==> src/logic/crc16_map.svh <==
`ifndef CRC16_MAP_SVH
`define CRC16_MAP_SVH

// register indices; byte address is four times the index
`define CRC_IDX_HIGH 4'h0
`define CRC_IDX_LOW 4'h1
`define CRC_IDX_ALIAS_FIRST 4'h4
`define CRC_IDX_ALIAS_LAST 4'h7
`define CRC_IDX_STATUS 4'h8

// status register field positions
`define CRC_STAT_SEED_PENDING 0
`define CRC_STAT_FIFO_EMPTY 1
`define CRC_STAT_FROZEN 2
`define CRC_STAT_LEVEL_LSB 4

// shift register and data path
`define CRC_WIDTH 16
`define CRC_BYTE_WIDTH 8
`define CRC_POLY 16'h1021
`define CRC_RESET_VALUE 16'h0000
`define CRC_FIFO_DEPTH 8

// bus shape
`define CRC_APB_ADDR_WIDTH 12
`define CRC_APB_DATA_WIDTH 32

`endif

==> src/logic/crc16_pkg.sv <==
`default_nettype none

package crc16_pkg;

  // processor power state seen by the block
  typedef enum logic [1:0] {
    PWR_RUN = 2'h0,
    PWR_WAIT = 2'h1,
    PWR_STOP_LIGHT = 2'h2,
    PWR_STOP_DEEP = 2'h3
  } powerMode_e;

  // bus answer sequencer
  typedef enum logic [1:0] {
    ST_IDLE = 2'b01,
    ST_RESP = 2'b10
  } apbState_e;

  // what a decoded access does
  typedef enum logic [2:0] {
    K_SEED_HIGH = 3'h0,
    K_LOW = 3'h1,
    K_STATUS = 3'h2,
    K_BAD = 3'h3
  } accessKind_e;

endpackage : crc16_pkg

`default_nettype wire

==> src/logic/crc_byte_stream_if.sv <==
`timescale 1ns/1ps
`default_nettype none

// byte stream from the data buffer to the shift engine
interface crc_byte_stream_if #(parameter int WIDTH = 8);
  logic valid;
  logic ready;
  logic [WIDTH-1:0] data;

  modport src (output valid, output data, input ready);
  modport snk (input valid, input data, output ready);
endinterface : crc_byte_stream_if

`default_nettype wire

==> src/logic/crc16_ccitt_byte_generator.sv <==
// Register access over APB was chosen for this implementation.
`timescale 1ns/1ps
`default_nettype none
`include "crc16_map.svh"

module crc16_ccitt_byte_generator
  import crc16_pkg::*;
#(
  parameter int ADDR_WIDTH = `CRC_APB_ADDR_WIDTH,
  parameter int FIFO_DEPTH = `CRC_FIFO_DEPTH
) (
  // clock and reset
  input wire logic ref_clk,
  input wire logic sys_rst,
  // processor power state
  input wire logic [1:0] powerMode,
  // apb slave
  input wire logic psel,
  input wire logic penable,
  input wire logic pwrite,
  input wire logic [ADDR_WIDTH-1:0] paddr,
  input wire logic [`CRC_APB_DATA_WIDTH-1:0] pwdata,
  output logic pready,
  output logic [`CRC_APB_DATA_WIDTH-1:0] prdata,
  output logic pslverr
);

  localparam int LW = $clog2(FIFO_DEPTH) + 1;

  ////////////////////////////////////////////////////////////////////////
  // power state and block reset

  logic deepStop;
  logic frozen;
  logic blockRst;

  // deep stop holds everything in reset, so recovery starts clean
  assign deepStop = (powerMode_e'(powerMode) == PWR_STOP_DEEP);
  // only the light stop freezes; wait runs as run
  assign frozen = (powerMode_e'(powerMode) == PWR_STOP_LIGHT);
  assign blockRst = sys_rst || deepStop;

  ////////////////////////////////////////////////////////////////////////
  // address decode

  logic [3:0] regIdx;
  logic idxInRange;
  accessKind_e decodedKind;

  // word index from the byte address; upper bits must be clear
  assign regIdx = paddr[5:2];
  assign idxInRange = (paddr[1:0] == 2'h0) && (paddr[ADDR_WIDTH-1:6] == '0);

  // index decode with aliases folded onto the low register
  always_comb begin
    if (!idxInRange) begin
      decodedKind = K_BAD;
    end else if (regIdx == `CRC_IDX_HIGH) begin
      decodedKind = K_SEED_HIGH;
    end else if (regIdx == `CRC_IDX_LOW) begin
      decodedKind = K_LOW;
    end else if (regIdx >= `CRC_IDX_ALIAS_FIRST && regIdx <= `CRC_IDX_ALIAS_LAST) begin
      decodedKind = K_LOW;
    end else if (regIdx == `CRC_IDX_STATUS) begin
      decodedKind = K_STATUS;
    end else begin
      decodedKind = K_BAD;
    end
  end

  ////////////////////////////////////////////////////////////////////////
  // data path instances

  crc_byte_stream_if #(.WIDTH(`CRC_BYTE_WIDTH)) stream ();

  logic fifoInValid;
  logic fifoInReady;
  logic [LW-1:0] fifoLevel;
  logic seedHighLoad;
  logic seedLowLoad;
  logic [`CRC_WIDTH-1:0] crcValue;

  crc_byte_fifo #(
    .WIDTH(`CRC_BYTE_WIDTH),
    .DEPTH(FIFO_DEPTH)
  ) u_fifo (
    .clk(ref_clk),
    .rst(blockRst),
    .inValid(fifoInValid),
    .inReady(fifoInReady),
    .inData(pwdata[`CRC_BYTE_WIDTH-1:0]),
    .out(stream.src),
    .level(fifoLevel)
  );

  crc_shift_engine #(
    .POLY(`CRC_POLY)
  ) u_engine (
    .clk(ref_clk),
    .rst(blockRst),
    .freeze(frozen),
    .seedHighLoad(seedHighLoad),
    .seedLowLoad(seedLowLoad),
    .seedByte(pwdata[`CRC_BYTE_WIDTH-1:0]),
    .in(stream.snk),
    .crc(crcValue)
  );

  ////////////////////////////////////////////////////////////////////////
  // access admission

  logic access;
  logic drained;
  logic canGo;
  logic seedPending;

  // an access is the enable phase of a selected transfer
  assign access = psel && penable;
  // all queued bytes absorbed, so the result is current
  assign drained = !stream.valid;

  // data writes wait for room, seeds and result reads wait for drain
  always_comb begin
    canGo = 1'b1;
    if (decodedKind == K_LOW && pwrite && !seedPending) begin
      canGo = fifoInReady;
    end else if (decodedKind == K_SEED_HIGH || decodedKind == K_LOW) begin
      canGo = drained;
    end
  end

  ////////////////////////////////////////////////////////////////////////
  // answer sequencer

  apbState_e state;
  accessKind_e heldKind;
  logic heldWrite;

  // one response cycle per transfer, pready from a flop
  always_ff @(posedge ref_clk) begin
    if (blockRst) begin
      state <= ST_IDLE;
      pready <= 1'b0;
      heldKind <= K_BAD;
      heldWrite <= 1'b0;
    end else begin
      case (state)
        ST_IDLE: begin
          if (access && canGo) begin
            state <= ST_RESP;
            pready <= 1'b1;
            heldKind <= decodedKind;
            heldWrite <= pwrite;
          end
        end
        ST_RESP: begin
          state <= ST_IDLE;
          pready <= 1'b0;
        end
        default: begin
          state <= ST_IDLE;
          pready <= 1'b0;
        end
      endcase
    end
  end

  // error answer for unmapped indices
  always_ff @(posedge ref_clk) begin
    if (blockRst) begin
      pslverr <= 1'b0;
    end else if (state == ST_IDLE && access && canGo) begin
      pslverr <= (decodedKind == K_BAD);
    end else begin
      pslverr <= 1'b0;
    end
  end

  // read data captured with the answer; unused bits read zero
  always_ff @(posedge ref_clk) begin
    if (blockRst) begin
      prdata <= '0;
    end else if (state == ST_IDLE && access && canGo && !pwrite) begin
      prdata <= '0;
      if (decodedKind == K_SEED_HIGH) begin
        prdata[7:0] <= crcValue[15:8];
      end else if (decodedKind == K_LOW) begin
        prdata[7:0] <= crcValue[7:0];
      end else if (decodedKind == K_STATUS) begin
        prdata[`CRC_STAT_SEED_PENDING] <= seedPending;
        prdata[`CRC_STAT_FIFO_EMPTY] <= drained;
        prdata[`CRC_STAT_FROZEN] <= frozen;
        prdata[`CRC_STAT_LEVEL_LSB +: LW] <= fifoLevel;
      end
    end
  end

  ////////////////////////////////////////////////////////////////////////
  // write effects at the completing edge

  logic commitWrite;

  assign commitWrite = (state == ST_RESP) && heldWrite;
  assign seedHighLoad = commitWrite && (heldKind == K_SEED_HIGH);
  assign seedLowLoad = commitWrite && (heldKind == K_LOW) && seedPending;
  assign fifoInValid = commitWrite && (heldKind == K_LOW) && !seedPending;

  // seed capture armed by a high write, disarmed by the low seed byte
  always_ff @(posedge ref_clk) begin
    if (blockRst) begin
      seedPending <= 1'b0;
    end else if (seedHighLoad) begin
      seedPending <= 1'b1;
    end else if (seedLowLoad) begin
      seedPending <= 1'b0;
    end
  end

endmodule : crc16_ccitt_byte_generator

`default_nettype wire

==> src/logic/crc_byte_fifo.sv <==
`timescale 1ns/1ps
`default_nettype none

module crc_byte_fifo #(
  parameter int WIDTH = 8,
  parameter int DEPTH = 8
) (
  // clock and reset
  input wire logic clk,
  input wire logic rst,
  // filling side
  input wire logic inValid,
  output logic inReady,
  input wire logic [WIDTH-1:0] inData,
  // draining side
  crc_byte_stream_if.src out,
  // fill level
  output logic [$clog2(DEPTH):0] level
);

  localparam int PW = $clog2(DEPTH);

  logic [WIDTH-1:0] mem [DEPTH];
  logic [PW-1:0] wrPtr;
  logic [PW-1:0] rdPtr;
  logic [PW:0] count;
  logic push;
  logic pop;

  // honest full and empty
  assign inReady = (count != DEPTH[PW:0]);
  assign out.valid = (count != '0);
  assign out.data = mem[rdPtr];
  assign push = inValid && inReady;
  assign pop = out.valid && out.ready;
  assign level = count;

  // storage write
  always_ff @(posedge clk) begin
    if (push) begin
      mem[wrPtr] <= inData;
    end
  end

  // pointers wrap at depth
  always_ff @(posedge clk) begin
    if (rst) begin
      wrPtr <= '0;
      rdPtr <= '0;
    end else begin
      if (push) begin
        wrPtr <= (wrPtr == PW'(DEPTH - 1)) ? '0 : wrPtr + 1'b1;
      end
      if (pop) begin
        rdPtr <= (rdPtr == PW'(DEPTH - 1)) ? '0 : rdPtr + 1'b1;
      end
    end
  end

  // occupancy
  always_ff @(posedge clk) begin
    if (rst) begin
      count <= '0;
    end else if (push && !pop) begin
      count <= count + 1'b1;
    end else if (pop && !push) begin
      count <= count - 1'b1;
    end
  end

endmodule : crc_byte_fifo

`default_nettype wire

==> src/logic/crc_shift_engine.sv <==
`timescale 1ns/1ps
`default_nettype none
`include "crc16_map.svh"

module crc_shift_engine #(
  parameter logic [`CRC_WIDTH-1:0] POLY = `CRC_POLY
) (
  // clock and reset
  input wire logic clk,
  input wire logic rst,
  // standby freeze
  input wire logic freeze,
  // seed loads
  input wire logic seedHighLoad,
  input wire logic seedLowLoad,
  input wire logic [`CRC_BYTE_WIDTH-1:0] seedByte,
  // data bytes
  crc_byte_stream_if.snk in,
  // running result
  output logic [`CRC_WIDTH-1:0] crc
);

  // chain of single-bit steps, msb of the byte first
  logic [`CRC_WIDTH-1:0] stage [`CRC_BYTE_WIDTH+1];

  assign stage[0] = crc;

  genvar b;
  generate
    for (b = 0; b < `CRC_BYTE_WIDTH; b++) begin : g_bit
      logic fb;
      assign fb = stage[b][`CRC_WIDTH-1] ^ in.data[`CRC_BYTE_WIDTH-1-b];
      assign stage[b+1] = {stage[b][`CRC_WIDTH-2:0], 1'b0} ^ (fb ? POLY : '0);
    end
  endgenerate

  // frozen standby accepts no data bytes; seed loads still apply
  assign in.ready = !freeze;

  // shift register update
  always_ff @(posedge clk) begin
    if (rst) begin
      crc <= `CRC_RESET_VALUE;
    end else if (seedHighLoad) begin
      crc[15:8] <= seedByte;
    end else if (seedLowLoad) begin
      crc[7:0] <= seedByte;
    end else if (in.valid && in.ready) begin
      crc <= stage[`CRC_BYTE_WIDTH];
    end
  end

endmodule : crc_shift_engine

`default_nettype wire

==> config.mk <==
export PLATFORM = sky130hd
export DESIGN_NAME = crc16_ccitt_byte_generator
export DESIGN_NICKNAME = d
export VERILOG_FILES = /design/src/logic/crc16_pkg.sv /design/src/logic/crc_byte_stream_if.sv /design/src/logic/crc16_ccitt_byte_generator.sv /design/src/logic/crc_byte_fifo.sv /design/src/logic/crc_shift_engine.sv
export VERILOG_INCLUDE_DIRS = /design/src /design/src/logic
export SDC_FILE = /design/constraint.sdc
export NUM_CORES = 1
export LEC_CHECK = 0
export BUFFER_PORTS_ARGS = -buffer_cell sky130_fd_sc_hd__buf_4
export CAP_MARGIN = 10
export CORE_MARGIN = 2
export CORE_UTILIZATION = 61
export DETAILED_ROUTE_END_ITERATION = 12
export GPL_ROUTABILITY_DRIVEN = 0
export PLACE_DENSITY = 0.87
export REMOVE_ABC_BUFFERS = 1
export SLEW_MARGIN = 10
export SYNTH_ARGS = -nofsm -noshare
export SYNTH_HDL_FRONTEND = slang
export SYNTH_SLANG_ARGS = --single-unit
==> constraint.sdc <==
create_clock -name ref_clk -period 7.6 [get_ports ref_clk]
set_input_delay 1.52 -clock ref_clk [delete_from_list [all_inputs] [get_ports ref_clk]]
set_output_delay 1.52 -clock ref_clk [all_outputs]
set_load 0.03 [all_outputs]
==> impl_metrics.csv, run 1 <==
group,metric,value,unit
outcome,outcome,"finished, final reports clean",
detailed_routing,first_iter_violations,282,
hold_path,hold_path_depth,2,
power_and_ir_drop,combPwrFrac,34.7,%
setup_path,setup.worst_path.start_class,"input pin",
layout,antennaDiodeCount,0,
logic_synthesis,syn_area_per_cell,11.9,sq um
logic_synthesis,synth_area,5140,sq um
clock_tree,cts_tree,"yes",
logic_synthesis,ys_seq_elements,108,
power_and_ir_drop,internal_power,0.00110,W
detailed_routing,avgViaCountPerCell,6.12,
die,die_width,95.8,um
clock_tree,clk_pin_slew,0.10,ns
die,io_pins,85,
timing,finalMaxSlewViolations,0,
timing,hold_viol_final,0,
logic_synthesis,synthArstFlopShare,0,%
hold_path,hold_class,"reg -> reg",
flow_run,cap_viol_max_count,0,
power_and_ir_drop,leakagePower,2.05,nW
timing,period_needed,3.27,ns
power_and_ir_drop,swShare,33.2,%
timing,fin_crit_sh,43.1,%
placement,pre_cts_ws,3.96,ns
setup_path,end_kind,"register",
power_and_ir_drop,pwr-share-seq,43.6,%
layout,nFillCells,574,
power_and_ir_drop,ir_drop,0.136,mV
logic_synthesis,syn-instance-count,432,
logic_synthesis,synth-edff-count,64,
layout,drive_above_1_share,16.1,%
clock_tree,cts_sinks,108,
setup_path,path_class,"in -> reg",
timing,maxSlewHeadroom,23.8,%
detailed_routing,dr_total_vias,3527,
clock_tree,cts-resized-gates,0,
detailed_routing,dr.pass1.iters,5,
grt,grt_first_pass_wirelength,16500,um
setup_path,crit_arrival,3.50,ns
die,rows,33,
die,core_area,8220,sq um
timing,max_freq,306,MHz
die,dieHeight,95.8,um
setup_path,cp_max_fo,4,
logic_synthesis,synth_warnings,0,
timing,finalSetupTns,0,ns
die,fp.dieArea,9190,sq um
layout,nNetsFinal,525,
logic_synthesis,synth_area_leader_cell,"edfxtp_1",
grt,grt_overflow,0,
grt,globalRouteTotalUtil,23.9,%
timing,finalSetupViolCount,0,
layout,area_growth_syn_to_layout,8.61,%
placement,port-buffer-count,36,
power_and_ir_drop,p_switching,0.000549,W
hold_path,min_to,"prdata[0]$_SDFFE_PP0P_",
grt,antenna_found_initial,0,
grt,grt_max_degree,33,
logic_synthesis,synth_top_area_share,37.4,%
placement,hpwl,7350,um
setup_path,timing.rr.end,"u_engine.crc[8]$_SDFFE_PP0P_",
grt,grt_pass1_vias,3403,
logic_synthesis,synthTopCellsByArea,"edfxtp_1, dfxtp_1, mux2i_1, buf_4, a21oi_1",
detailed_routing,routedWlPerCell,18.3,um
setup_path,r2r_setup_slack,4.68,ns
power_and_ir_drop,power_density,296,nW/um^2
clock_tree,cts_buffer_depth,2,
layout,multi_input_area,2130,sq um
detailed_routing,antenna_left,0,
power_and_ir_drop,clkPwrFrac,21.6,%
timing,rsz0062_at_grt,"no",
clock_tree,cts_buffers,9,
logic_synthesis,synth_cell_type_count,59,
clock_tree,cts_hold_buf,0,
timing,tightest_slew,1.14,ns
clock_tree,post_cts_buffers,0,
timing,setup_ws,4.33,ns
setup_path,r2r_cells,6,
clock_tree,root_buffer,"clkbuf_8",
layout,regArea,2800,sq um
detailed_routing,drcViolationCount,0,
die,start_util,62.6,%
logic_synthesis,synth_top_flop_cell,"edfxtp_1",
hold_path,min_from,"prdata[0]$_SDFFE_PP0P_",
clock_tree,h-tree-depth,3,
logic_synthesis,synth-seq-area-share,54.5,%
setup_path,cp_data_required_time,7.83,ns
detailed_routing,wirelength,10600,um
clock_tree,insertion_delay,0.37,ns
timing,skew,0.00827,ns
-- synth_stat cells (all sizes together), types with 6 or more instances --
cell type / n
nand2: 34
nand2b: 8
a22oi: 6
o22ai: 11
clkbuf: 10
inv: 7
nor2: 25
nand3: 18
xnor2: 13
mux2i: 30
o21ai: 11
edfxtp: 64
a21oi: 31
buf: 30
ha: 7
nor3: 7
mux2: 10
dfxtp: 44
and3: 7
-- layer usage --
layer  share of wire (%)  global-route usage (%)
met1                  41                    32.0
met2                  49                    38.5
met3                 7.2                    3.84
met4                 2.9                    11.2
met5                   0                       0
-- registers in the layout, indices dropped and copies added (netlist names), named ones only --
| signal | cells |
|---|---|
| heldKind | 2 |
| heldWrite | 1 |
| prdata | 8 |
| pready | 1 |
| pslverr | 1 |
| seedPending | 1 |
| state | 1 |
| u_engine.crc | 16 |
| u_fifo.level | 4 |
| u_fifo.mem | 64 |
| u_fifo.rdPtr | 3 |
| u_fifo.wrPtr | 3 |
-- worst max-delay path by stage --
stage / start / end / slack [ns] / depth (start not counted)
4_1_cts: powerMode[0] / u_fifo.level[3]$_SDFFE_PP0P_ / 4.36 / 11
5_1_grt: powerMode[0] / u_fifo.level[3]$_SDFFE_PP0P_ / 4.18 / 11
2_1_floorplan: paddr[9] / heldKind[0]$_SDFFE_PP1P_ / 4.25 / 6
6_report: paddr[9] / heldKind[0]$_SDFFE_PP1P_ / 4.33 / 7
3_5_place_dp: paddr[9] / heldKind[0]$_SDFFE_PP1P_ / 3.96 / 7
3_3_place_gp: paddr[9] / heldKind[0]$_SDFFE_PP1P_ / 4.01 / 7
-- placed cells by master (no fill, tap or decap), types with 8 or more instances in the layout --
cell type / count
o22ai_1: 11
nand3_1: 18
xnor2_1: 10
a21oi_1: 31
mux2_2: 8
nand2_1: 34
o21ai_0: 11
clkbuf_8: 9
nor2_1: 24
nand2b_1: 8
conb_1: 24
edfxtp_1: 64
mux2i_1: 30
buf_4: 40
dfxtp_1: 44
-- logic make-up (layout without fill, tap and decap cells) --
kind of cell,Yosys count,count (layout),synth area share [%]
XOR/XNOR,23,23,6.15
adder cells (fa/ha/maj),8,8,2.09
flip-flops,108,108,54.5
buffers and inverters,47,63,5.86
multiplexers,43,43,9.34
other,1,24,0.0729
AO/OA/AOI/OAI,82,82,10.3
AND/OR/NAND/NOR,120,120,11.7
-- layout make-up --
cell class,count,area share [%]
Inverter,7,0.470
Clock buffer,10,2.28
Multi-Input combinational cell,300,38.1
Tap cell,105,2.35
Timing Repair Buffer,40,5.37
Clock inverter,6,1.30
Sequential cell,108,50.2
-- power by group through the flow --
stage          clock network, W  logic, W  registers [W]
2_1_floorplan                 0  0.000441       0.000731
3_3_place_gp                  0  0.000540       0.000729
3_5_place_dp                  0  0.000566       0.000732
4_1_cts                0.000359  0.000570       0.000719
5_1_grt                0.000383  0.000622       0.000726
6_report               0.000358  0.000574       0.000721
-- worst max-delay path, cell delays in order --
cell      delay [ns]
buf_4           0.10
or4_1           0.53
a2111o_1        0.44
o31a_1          0.35
o21ai_0         0.23
mux2i_1         0.25
nand2_1         0.07
-- metrics by stage --
stage	util, %	hold slack [ns]	total power [W]	instances	cell area [sq um]
finish	68.0	0.468	0.00165	576	5590
global route	68.0	0.491	0.00173	576	5590
CTS	68.0	0.469	0.00165	576	5590
detailed placement	65.6	0.452	0.00130	560	5390
global placement	65.6	0.444	0.00127	560	5390
floorplan	-	0.442	0.00117	415	4960
(Power assumes the default switching activity.)
==> run 2: changes to the inputs <==
--- a/config.mk
+++ b/config.mk
@@ -9,10 +9,10 @@
 export BUFFER_PORTS_ARGS = -buffer_cell sky130_fd_sc_hd__buf_4
 export CAP_MARGIN = 10
 export CORE_MARGIN = 2
-export CORE_UTILIZATION = 61
+export CORE_UTILIZATION = 51
 export DETAILED_ROUTE_END_ITERATION = 12
 export GPL_ROUTABILITY_DRIVEN = 0
-export PLACE_DENSITY = 0.87
+export PLACE_DENSITY = 0.78
 export REMOVE_ABC_BUFFERS = 1
 export SLEW_MARGIN = 10
 export SYNTH_ARGS = -nofsm -noshare
==> constraint.sdc (replaced) <==
create_clock -name ref_clk -period 2.72 [get_ports ref_clk]
set_input_delay 0.544 -clock ref_clk [delete_from_list [all_inputs] [get_ports ref_clk]]
set_output_delay 0.544 -clock ref_clk [all_outputs]
set_load 0.03 [all_outputs]
==> run 2 against run 1 <==
  * Flip-flop and latch count unchanged
  * Global-route usage shrank 4.4 points
  * Routed wire length fell by 0.85%
  * Clock skew fell by 0.0030 ns
  * Design area up 4.6%
  * Total power rose to 2.9 times the previous value
  * Via count down 2.2%
  * Critical path type is now reg -> reg
  * Critical path depth rose by 3
  * Largest cell class unchanged
==> impl_metrics.csv, run 2 (synthesis results as in run 1) <==
group,metric,value,unit
setup_path,r2r-start,"u_fifo.level[0]$_SDFFE_PP0P_",
layout,multi_input_area,2160,sq um
layout,nNetsFinal,545,
clock_tree,cts_hold_buf,0,
detailed_routing,first_iter_violations,361,
setup_path,cp_max_fo,6,
timing,max_freq,382,MHz
die,rows,36,
timing,hold_viol_final,0,
outcome,outcome,"finished, final reports clean",
setup_path,r2r_cells,10,
setup_path,critPathSlowestCell,"or4_1",
setup_path,crit_top_cell,"a21oi_2",
grt,global_route.usage.met2,33.3,%
grt,globalRouteTotalUtil,19.6,%
detailed_routing,avgViaCountPerCell,5.53,
grt,grtUsageMet1,25.3,%
layout,top_regs,"u_fifo.mem (64), u_engine.crc (16), prdata (8)",
clock_tree,cts_sinks,108,
setup_path,end_kind,"register",
setup_path,cpPeakStageDelay,0.61,ns
layout,final_cell_mix,"edfxtp_1, buf_4, dfxtp_1",
layout,regArea,2800,sq um
die,fp.dieArea,10900,sq um
layout,top_register,"u_fifo.mem",
setup_path,crit_arrival,2.93,ns
timing,tightest_slew,0.732,ns
grt,antenna_found_initial,0,
detailed_routing,routedWlPerCell,16.8,um
hold_path,hold_class,"in -> reg",
die,core_area,9770,sq um
layout,final_common_cell,"edfxtp_1",
setup_path,timing.rr.end,"u_fifo.level[3]$_SDFFE_PP0P_",
timing,skew,0.00523,ns
detailed_routing,dr_total_vias,3448,
die,io_pins,85,
clock_tree,cts_buffer_depth,2,
hold_path,hold_path_depth,1,
layout,drive_above_1_share,21.4,%
clock_tree,h-tree-depth,3,
die,die_width,104,um
power_and_ir_drop,power_density,825,nW/um^2
placement,pre_cts_ws,-0.0230,ns
power_and_ir_drop,ir_drop,0.454,mV
layout,antennaDiodeCount,0,
setup_path,crit_start,"u_fifo.level[0]$_SDFFE_PP0P_",
clock_tree,clk_pin_slew,0.10,ns
die,start_util,52.6,%
flow_run,cap_viol_max_count,0,
timing,finalSetupViolCount,0,
grt,grt_pass1_vias,3473,
grt,grt_overflow,0,
setup_path,crit_chain,"or4_1 > nand2_4 > ha_2 > inv_2 > ha_1 > a21o_1 > a21oi_2 > xnor2_1 > or3_1 > a21oi_2",
clock_tree,cts_tree,"yes",
timing,setup_ws,0.100,ns
timing,period_needed,2.62,ns
layout,largest_reg_flops,64,
grt,met3_usage,3.63,%
timing,finalMaxSlewViolations,0,
placement,dp.cells,607,
grt,grt_first_pass_wirelength,16800,um
detailed_routing,antenna_left,0,
timing,finalSetupTns,0,ns
timing,fin_crit_sh,96.3,%
placement,hpwl,7510,um
detailed_routing,drcViolationCount,0,
placement,port-buffer-count,36,
layout,final_cells,624,
hold_path,min_to,"u_fifo.mem[1][2]$_DFFE_PP_",
setup_path,setup.worst_path.start_class,"register",
grt,grt_max_degree,23,
setup_path,r2r_setup_slack,0.10,ns
power_and_ir_drop,leakagePower,2.17,nW
clock_tree,insertion_delay,0.37,ns
grt,grt_busiest_layer,"met2",
setup_path,path_class,"reg -> reg",
setup_path,cp_data_required_time,3.03,ns
clock_tree,root_buffer,"clkbuf_8",
die,dieHeight,104,um
detailed_routing,wirelength,10500,um
clock_tree,cts_buffers,9,
layout,area_growth_syn_to_layout,13.6,%
hold_path,min_from,"pwdata[2]",
detailed_routing,dr.pass1.iters,4,
layout,nFillCells,785,
timing,maxSlewHeadroom,51.1,%
## run 2: critical path: cells and delay by family, from the launching register on
kind / cells / cell delay (ns)
fa+ha+maj: 2 / 0.48
buf+inv: 1 / 0.06
xor+xnor: 1 / 0.09
simple gates: 3 / 1.09
compound gates: 3 / 0.47
flops: 1 / 0.37
## run 2: how the worst max path moves through the flow
stage / to / slack (ns) / cells past startpoint
global route: u_fifo.level[3]$_SDFFE_PP0P_ / -0.02 / 12
floorplan: u_fifo.level[3]$_SDFFE_PP0P_ / -0.05 / 12
finish: u_fifo.level[3]$_SDFFE_PP0P_ / 0.10 / 10
CTS: u_fifo.level[3]$_SDFFE_PP0P_ / 0.002 / 12
global placement: u_fifo.level[3]$_SDFFE_PP0P_ / 0.08 / 11
detailed placement: u_fifo.level[3]$_SDFFE_PP0P_ / -0.02 / 10
## run 2: area by class of cell
cell class,instances,area share (%)
flip-flops and latches,108,48.0
multi-input cells,300,36.9
repair buffers,60,7.92
well taps,133,2.85
clock buffers,9,2.12
clock inverters,7,1.80
inverters,7,0.450
## run 2: where the power goes
part	switching (W)	internal, W
Clock	0.000567	0.000533
Sequential	0.000149	0.00185
Combinational	0.000833	0.000885
## run 2: timing repair
item,CTS,global route
cloned,0,0
pin swaps,0,2
gates resized for setup,1,8
endpoints found under the setup margin,1,1
buffers inserted,0,1
## run 2: stage by stage
stage	instance area [sq um]	total power (W)	util, %	hold slack, ns
after CTS	5810	0.00479	59.4	0.414
after floorplan	4960	0.00328	-	0.442
after detailed placement	5580	0.00370	57.1	0.448
after global routing	5840	0.00506	59.8	0.420
after global placement	5580	0.00365	57.1	0.450
final	5840	0.00482	59.8	0.423
## run 2: routing by layer
layer  routed length [um]  part of all wire (%)  vias to the layer above
met5                    0                     0                        -
met3                  508                   4.8                       16
met4                  171                   1.6                        0
li1                     -                     -                     1665
met1                 4500                    43                     1693
met2                 5300                    51                       74
==> run 3: changes to the inputs <==
--- a/config.mk
+++ b/config.mk
@@ -9,12 +9,13 @@
 export BUFFER_PORTS_ARGS = -buffer_cell sky130_fd_sc_hd__buf_4
 export CAP_MARGIN = 10
 export CORE_MARGIN = 2
-export CORE_UTILIZATION = 51
+export CORE_UTILIZATION = 35
 export DETAILED_ROUTE_END_ITERATION = 12
 export GPL_ROUTABILITY_DRIVEN = 0
-export PLACE_DENSITY = 0.78
+export PLACE_DENSITY = 0.58
 export REMOVE_ABC_BUFFERS = 1
 export SLEW_MARGIN = 10
 export SYNTH_ARGS = -nofsm -noshare
 export SYNTH_HDL_FRONTEND = slang
 export SYNTH_SLANG_ARGS = --single-unit
+export TNS_END_PERCENT = 5
==> run 3 against run 2 <==
  * Die area grew 44%
  * Flip-flop and latch count stayed put
  * Via count fell by 1.1%
  * Clock power up 20%
  * Non-clock buffer count rose by 1
  * Sequential share of layout area is 1.1 points lower
  * Clock skew is 0.00056 ns higher
  * Critical path type unchanged
  * Critical endpoint unchanged
  * Highest routed layer unchanged
==> impl_metrics.csv, run 3 (synthesis results as in run 1) <==
group,metric,value,unit
outcome,outcome,"finished, final reports clean",
timing,maxSlewHeadroom,50.2,%
hold_path,hold_class,"in -> reg",
setup_path,cp_max_fo,3,
timing,rsz0062_at_grt,"no",
power_and_ir_drop,power_density,844,nW/um^2
layout,nNetsFinal,546,
setup_path,r2r_cells,12,
grt,antenna_found_initial,0,
die,fp.dieArea,15700,sq um
placement,port-buffer-count,36,
clock_tree,cts_buffer_depth,2,
die,start_util,35.7,%
power_and_ir_drop,swShare,31.2,%
power_and_ir_drop,combPwrFrac,34.0,%
grt,grt_overflow,0,
clock_tree,cts_sinks,108,
timing,skew,0.00580,ns
setup_path,path_class,"reg -> reg",
timing,fin_crit_sh,95.8,%
die,die_width,125,um
detailed_routing,antenna_left,0,
timing,hold_viol_final,0,
power_and_ir_drop,leakagePower,2.21,nW
timing,finalMaxSlewViolations,0,
detailed_routing,drcViolationCount,0,
clock_tree,h-tree-depth,3,
timing,max_freq,384,MHz
grt,grt_max_degree,19,
setup_path,end_kind,"register",
layout,final_common_cell,"edfxtp_1",
grt,globalRouteTotalUtil,14.3,%
power_and_ir_drop,p_switching,0.00157,W
grt,grt_pass1_vias,3528,
timing,finalSetupViolCount,0,
layout,top_register,"u_fifo.mem",
die,dieHeight,125,um
timing,period_needed,2.60,ns
power_and_ir_drop,p_total,0.00504,W
layout,area_growth_syn_to_layout,16.1,%
clock_tree,cts_tree,"yes",
clock_tree,cts_buffers,9,
placement,dp.cells,659,
setup_path,cp_data_required_time,2.99,ns
timing,tightest_slew,0.745,ns
setup_path,setup.worst_path.start_class,"register",
power_and_ir_drop,pwr-share-seq,39.8,%
detailed_routing,wirelength,10900,um
die,io_pins,85,
hold_path,hold_path_depth,1,
clock_tree,insertion_delay,0.34,ns
detailed_routing,first_iter_violations,252,
clock_tree,root_buffer,"clkbuf_16",
die,rows,44,
detailed_routing,routedWlPerCell,16.1,um
power_and_ir_drop,clkPwrFrac,26.2,%
clock_tree,clk_pin_slew,0.07,ns
power_and_ir_drop,internal_power,0.00347,W
layout,top_regs,"u_fifo.mem (64), u_engine.crc (16), prdata (8)",
detailed_routing,avgViaCountPerCell,5.05,
placement,hpwl,8060,um
die,core_area,14400,sq um
detailed_routing,dr_total_vias,3411,
flow_run,cap_viol_max_count,0,
clock_tree,cts_hold_buf,0,
detailed_routing,dr.pass1.iters,5,
power_and_ir_drop,ir_drop,0.441,mV
setup_path,crit_arrival,2.87,ns
layout,final_cells,676,
layout,drive_above_1_share,20.5,%
layout,final_cell_mix,"edfxtp_1, buf_4, dfxtp_1",
grt,grt_first_pass_wirelength,18000,um
layout,largest_reg_flops,64,
layout,antennaDiodeCount,0,
-- run 3: final cells by class --
| type | count | area (sq um) |
|---|---|---|
| Inverter | 7 | 26.3 |
| Fill cell | 1366 | 8450 |
| Timing Repair Buffer | 61 | 458 |
| Clock inverter | 6 | 70.1 |
| Multi-Input combinational cell | 300 | 2160 |
| Tap cell | 184 | 230 |
| Clock buffer | 10 | 229 |
| Sequential cell | 108 | 2800 |
-- run 3: critical path: stages, from the launching register on --
cell	delay, ns
dfxtp_1	0.32
and4bb_2	0.31
nand2_1	0.06
or3_4	0.34
inv_1	0.12
ha_4	0.16
inv_1	0.07
ha_1	0.28
a21o_1	0.19
a21oi_2	0.16
xnor2_2	0.08
or3_1	0.31
a21oi_1	0.14
-- run 3: timing repair --
action	4_1_cts	5_1_grt
setup buffers	0	1
setup endpoints to repair	0	1
gates resized for setup	0	6
-- run 3: final timing paths --
| path | from | to | slack [ns] |
|---|---|---|---|
| max reg2reg | heldKind[1]$_SDFFE_PP1P_ | u_fifo.level[3]$_SDFFE_PP0P_ | 0.12 |
| min | pwdata[1] | u_fifo.mem[5][1]$_DFFE_PP_ | 0.46 |
| min reg2reg | prdata[4]$_SDFFE_PP0P_ | prdata[4]$_SDFFE_PP0P_ | 0.46 |
| max | heldKind[1]$_SDFFE_PP1P_ | u_fifo.level[3]$_SDFFE_PP0P_ | 0.12 |
-- run 3: power groups by stage --
stage | registers (W) | logic, W | clock network [W]
after floorplan | 0.00204 | 0.00123 | 0
after global placement | 0.00204 | 0.00164 | 0
after detailed placement | 0.00204 | 0.00166 | 0
after CTS | 0.00200 | 0.00167 | 0.00135
after global routing | 0.00202 | 0.00189 | 0.00141
final | 0.00201 | 0.00172 | 0.00132
-- run 3: layer usage --
| layer | share of wire, % | GRT usage (%) |
|---|---|---|
| met4 | 0.89 | 3.99 |
| met3 | 3.4 | 2.01 |
| met1 | 46 | 19.5 |
| met5 | 0 | 0 |
| met2 | 50 | 23.9 |
-- run 3: through the flow --
step | setup TNS (ns) | cell area [sq um] | setup WS (ns) | hold WS [ns] | util (%)
6_report | 0 | 5980 | 0.115 | 0.459 | 41.4
5_1_grt | 0 | 5980 | 0.0173 | 0.451 | 41.4
4_1_cts | 0 | 5940 | 0.0239 | 0.452 | 41.2
3_5_place_dp | 0 | 5640 | 0.0585 | 0.450 | 39.1
3_3_place_gp | 0 | 5640 | 0.124 | 0.449 | 39.1
2_1_floorplan | -0.0467 | 4960 | -0.0467 | 0.442 | -
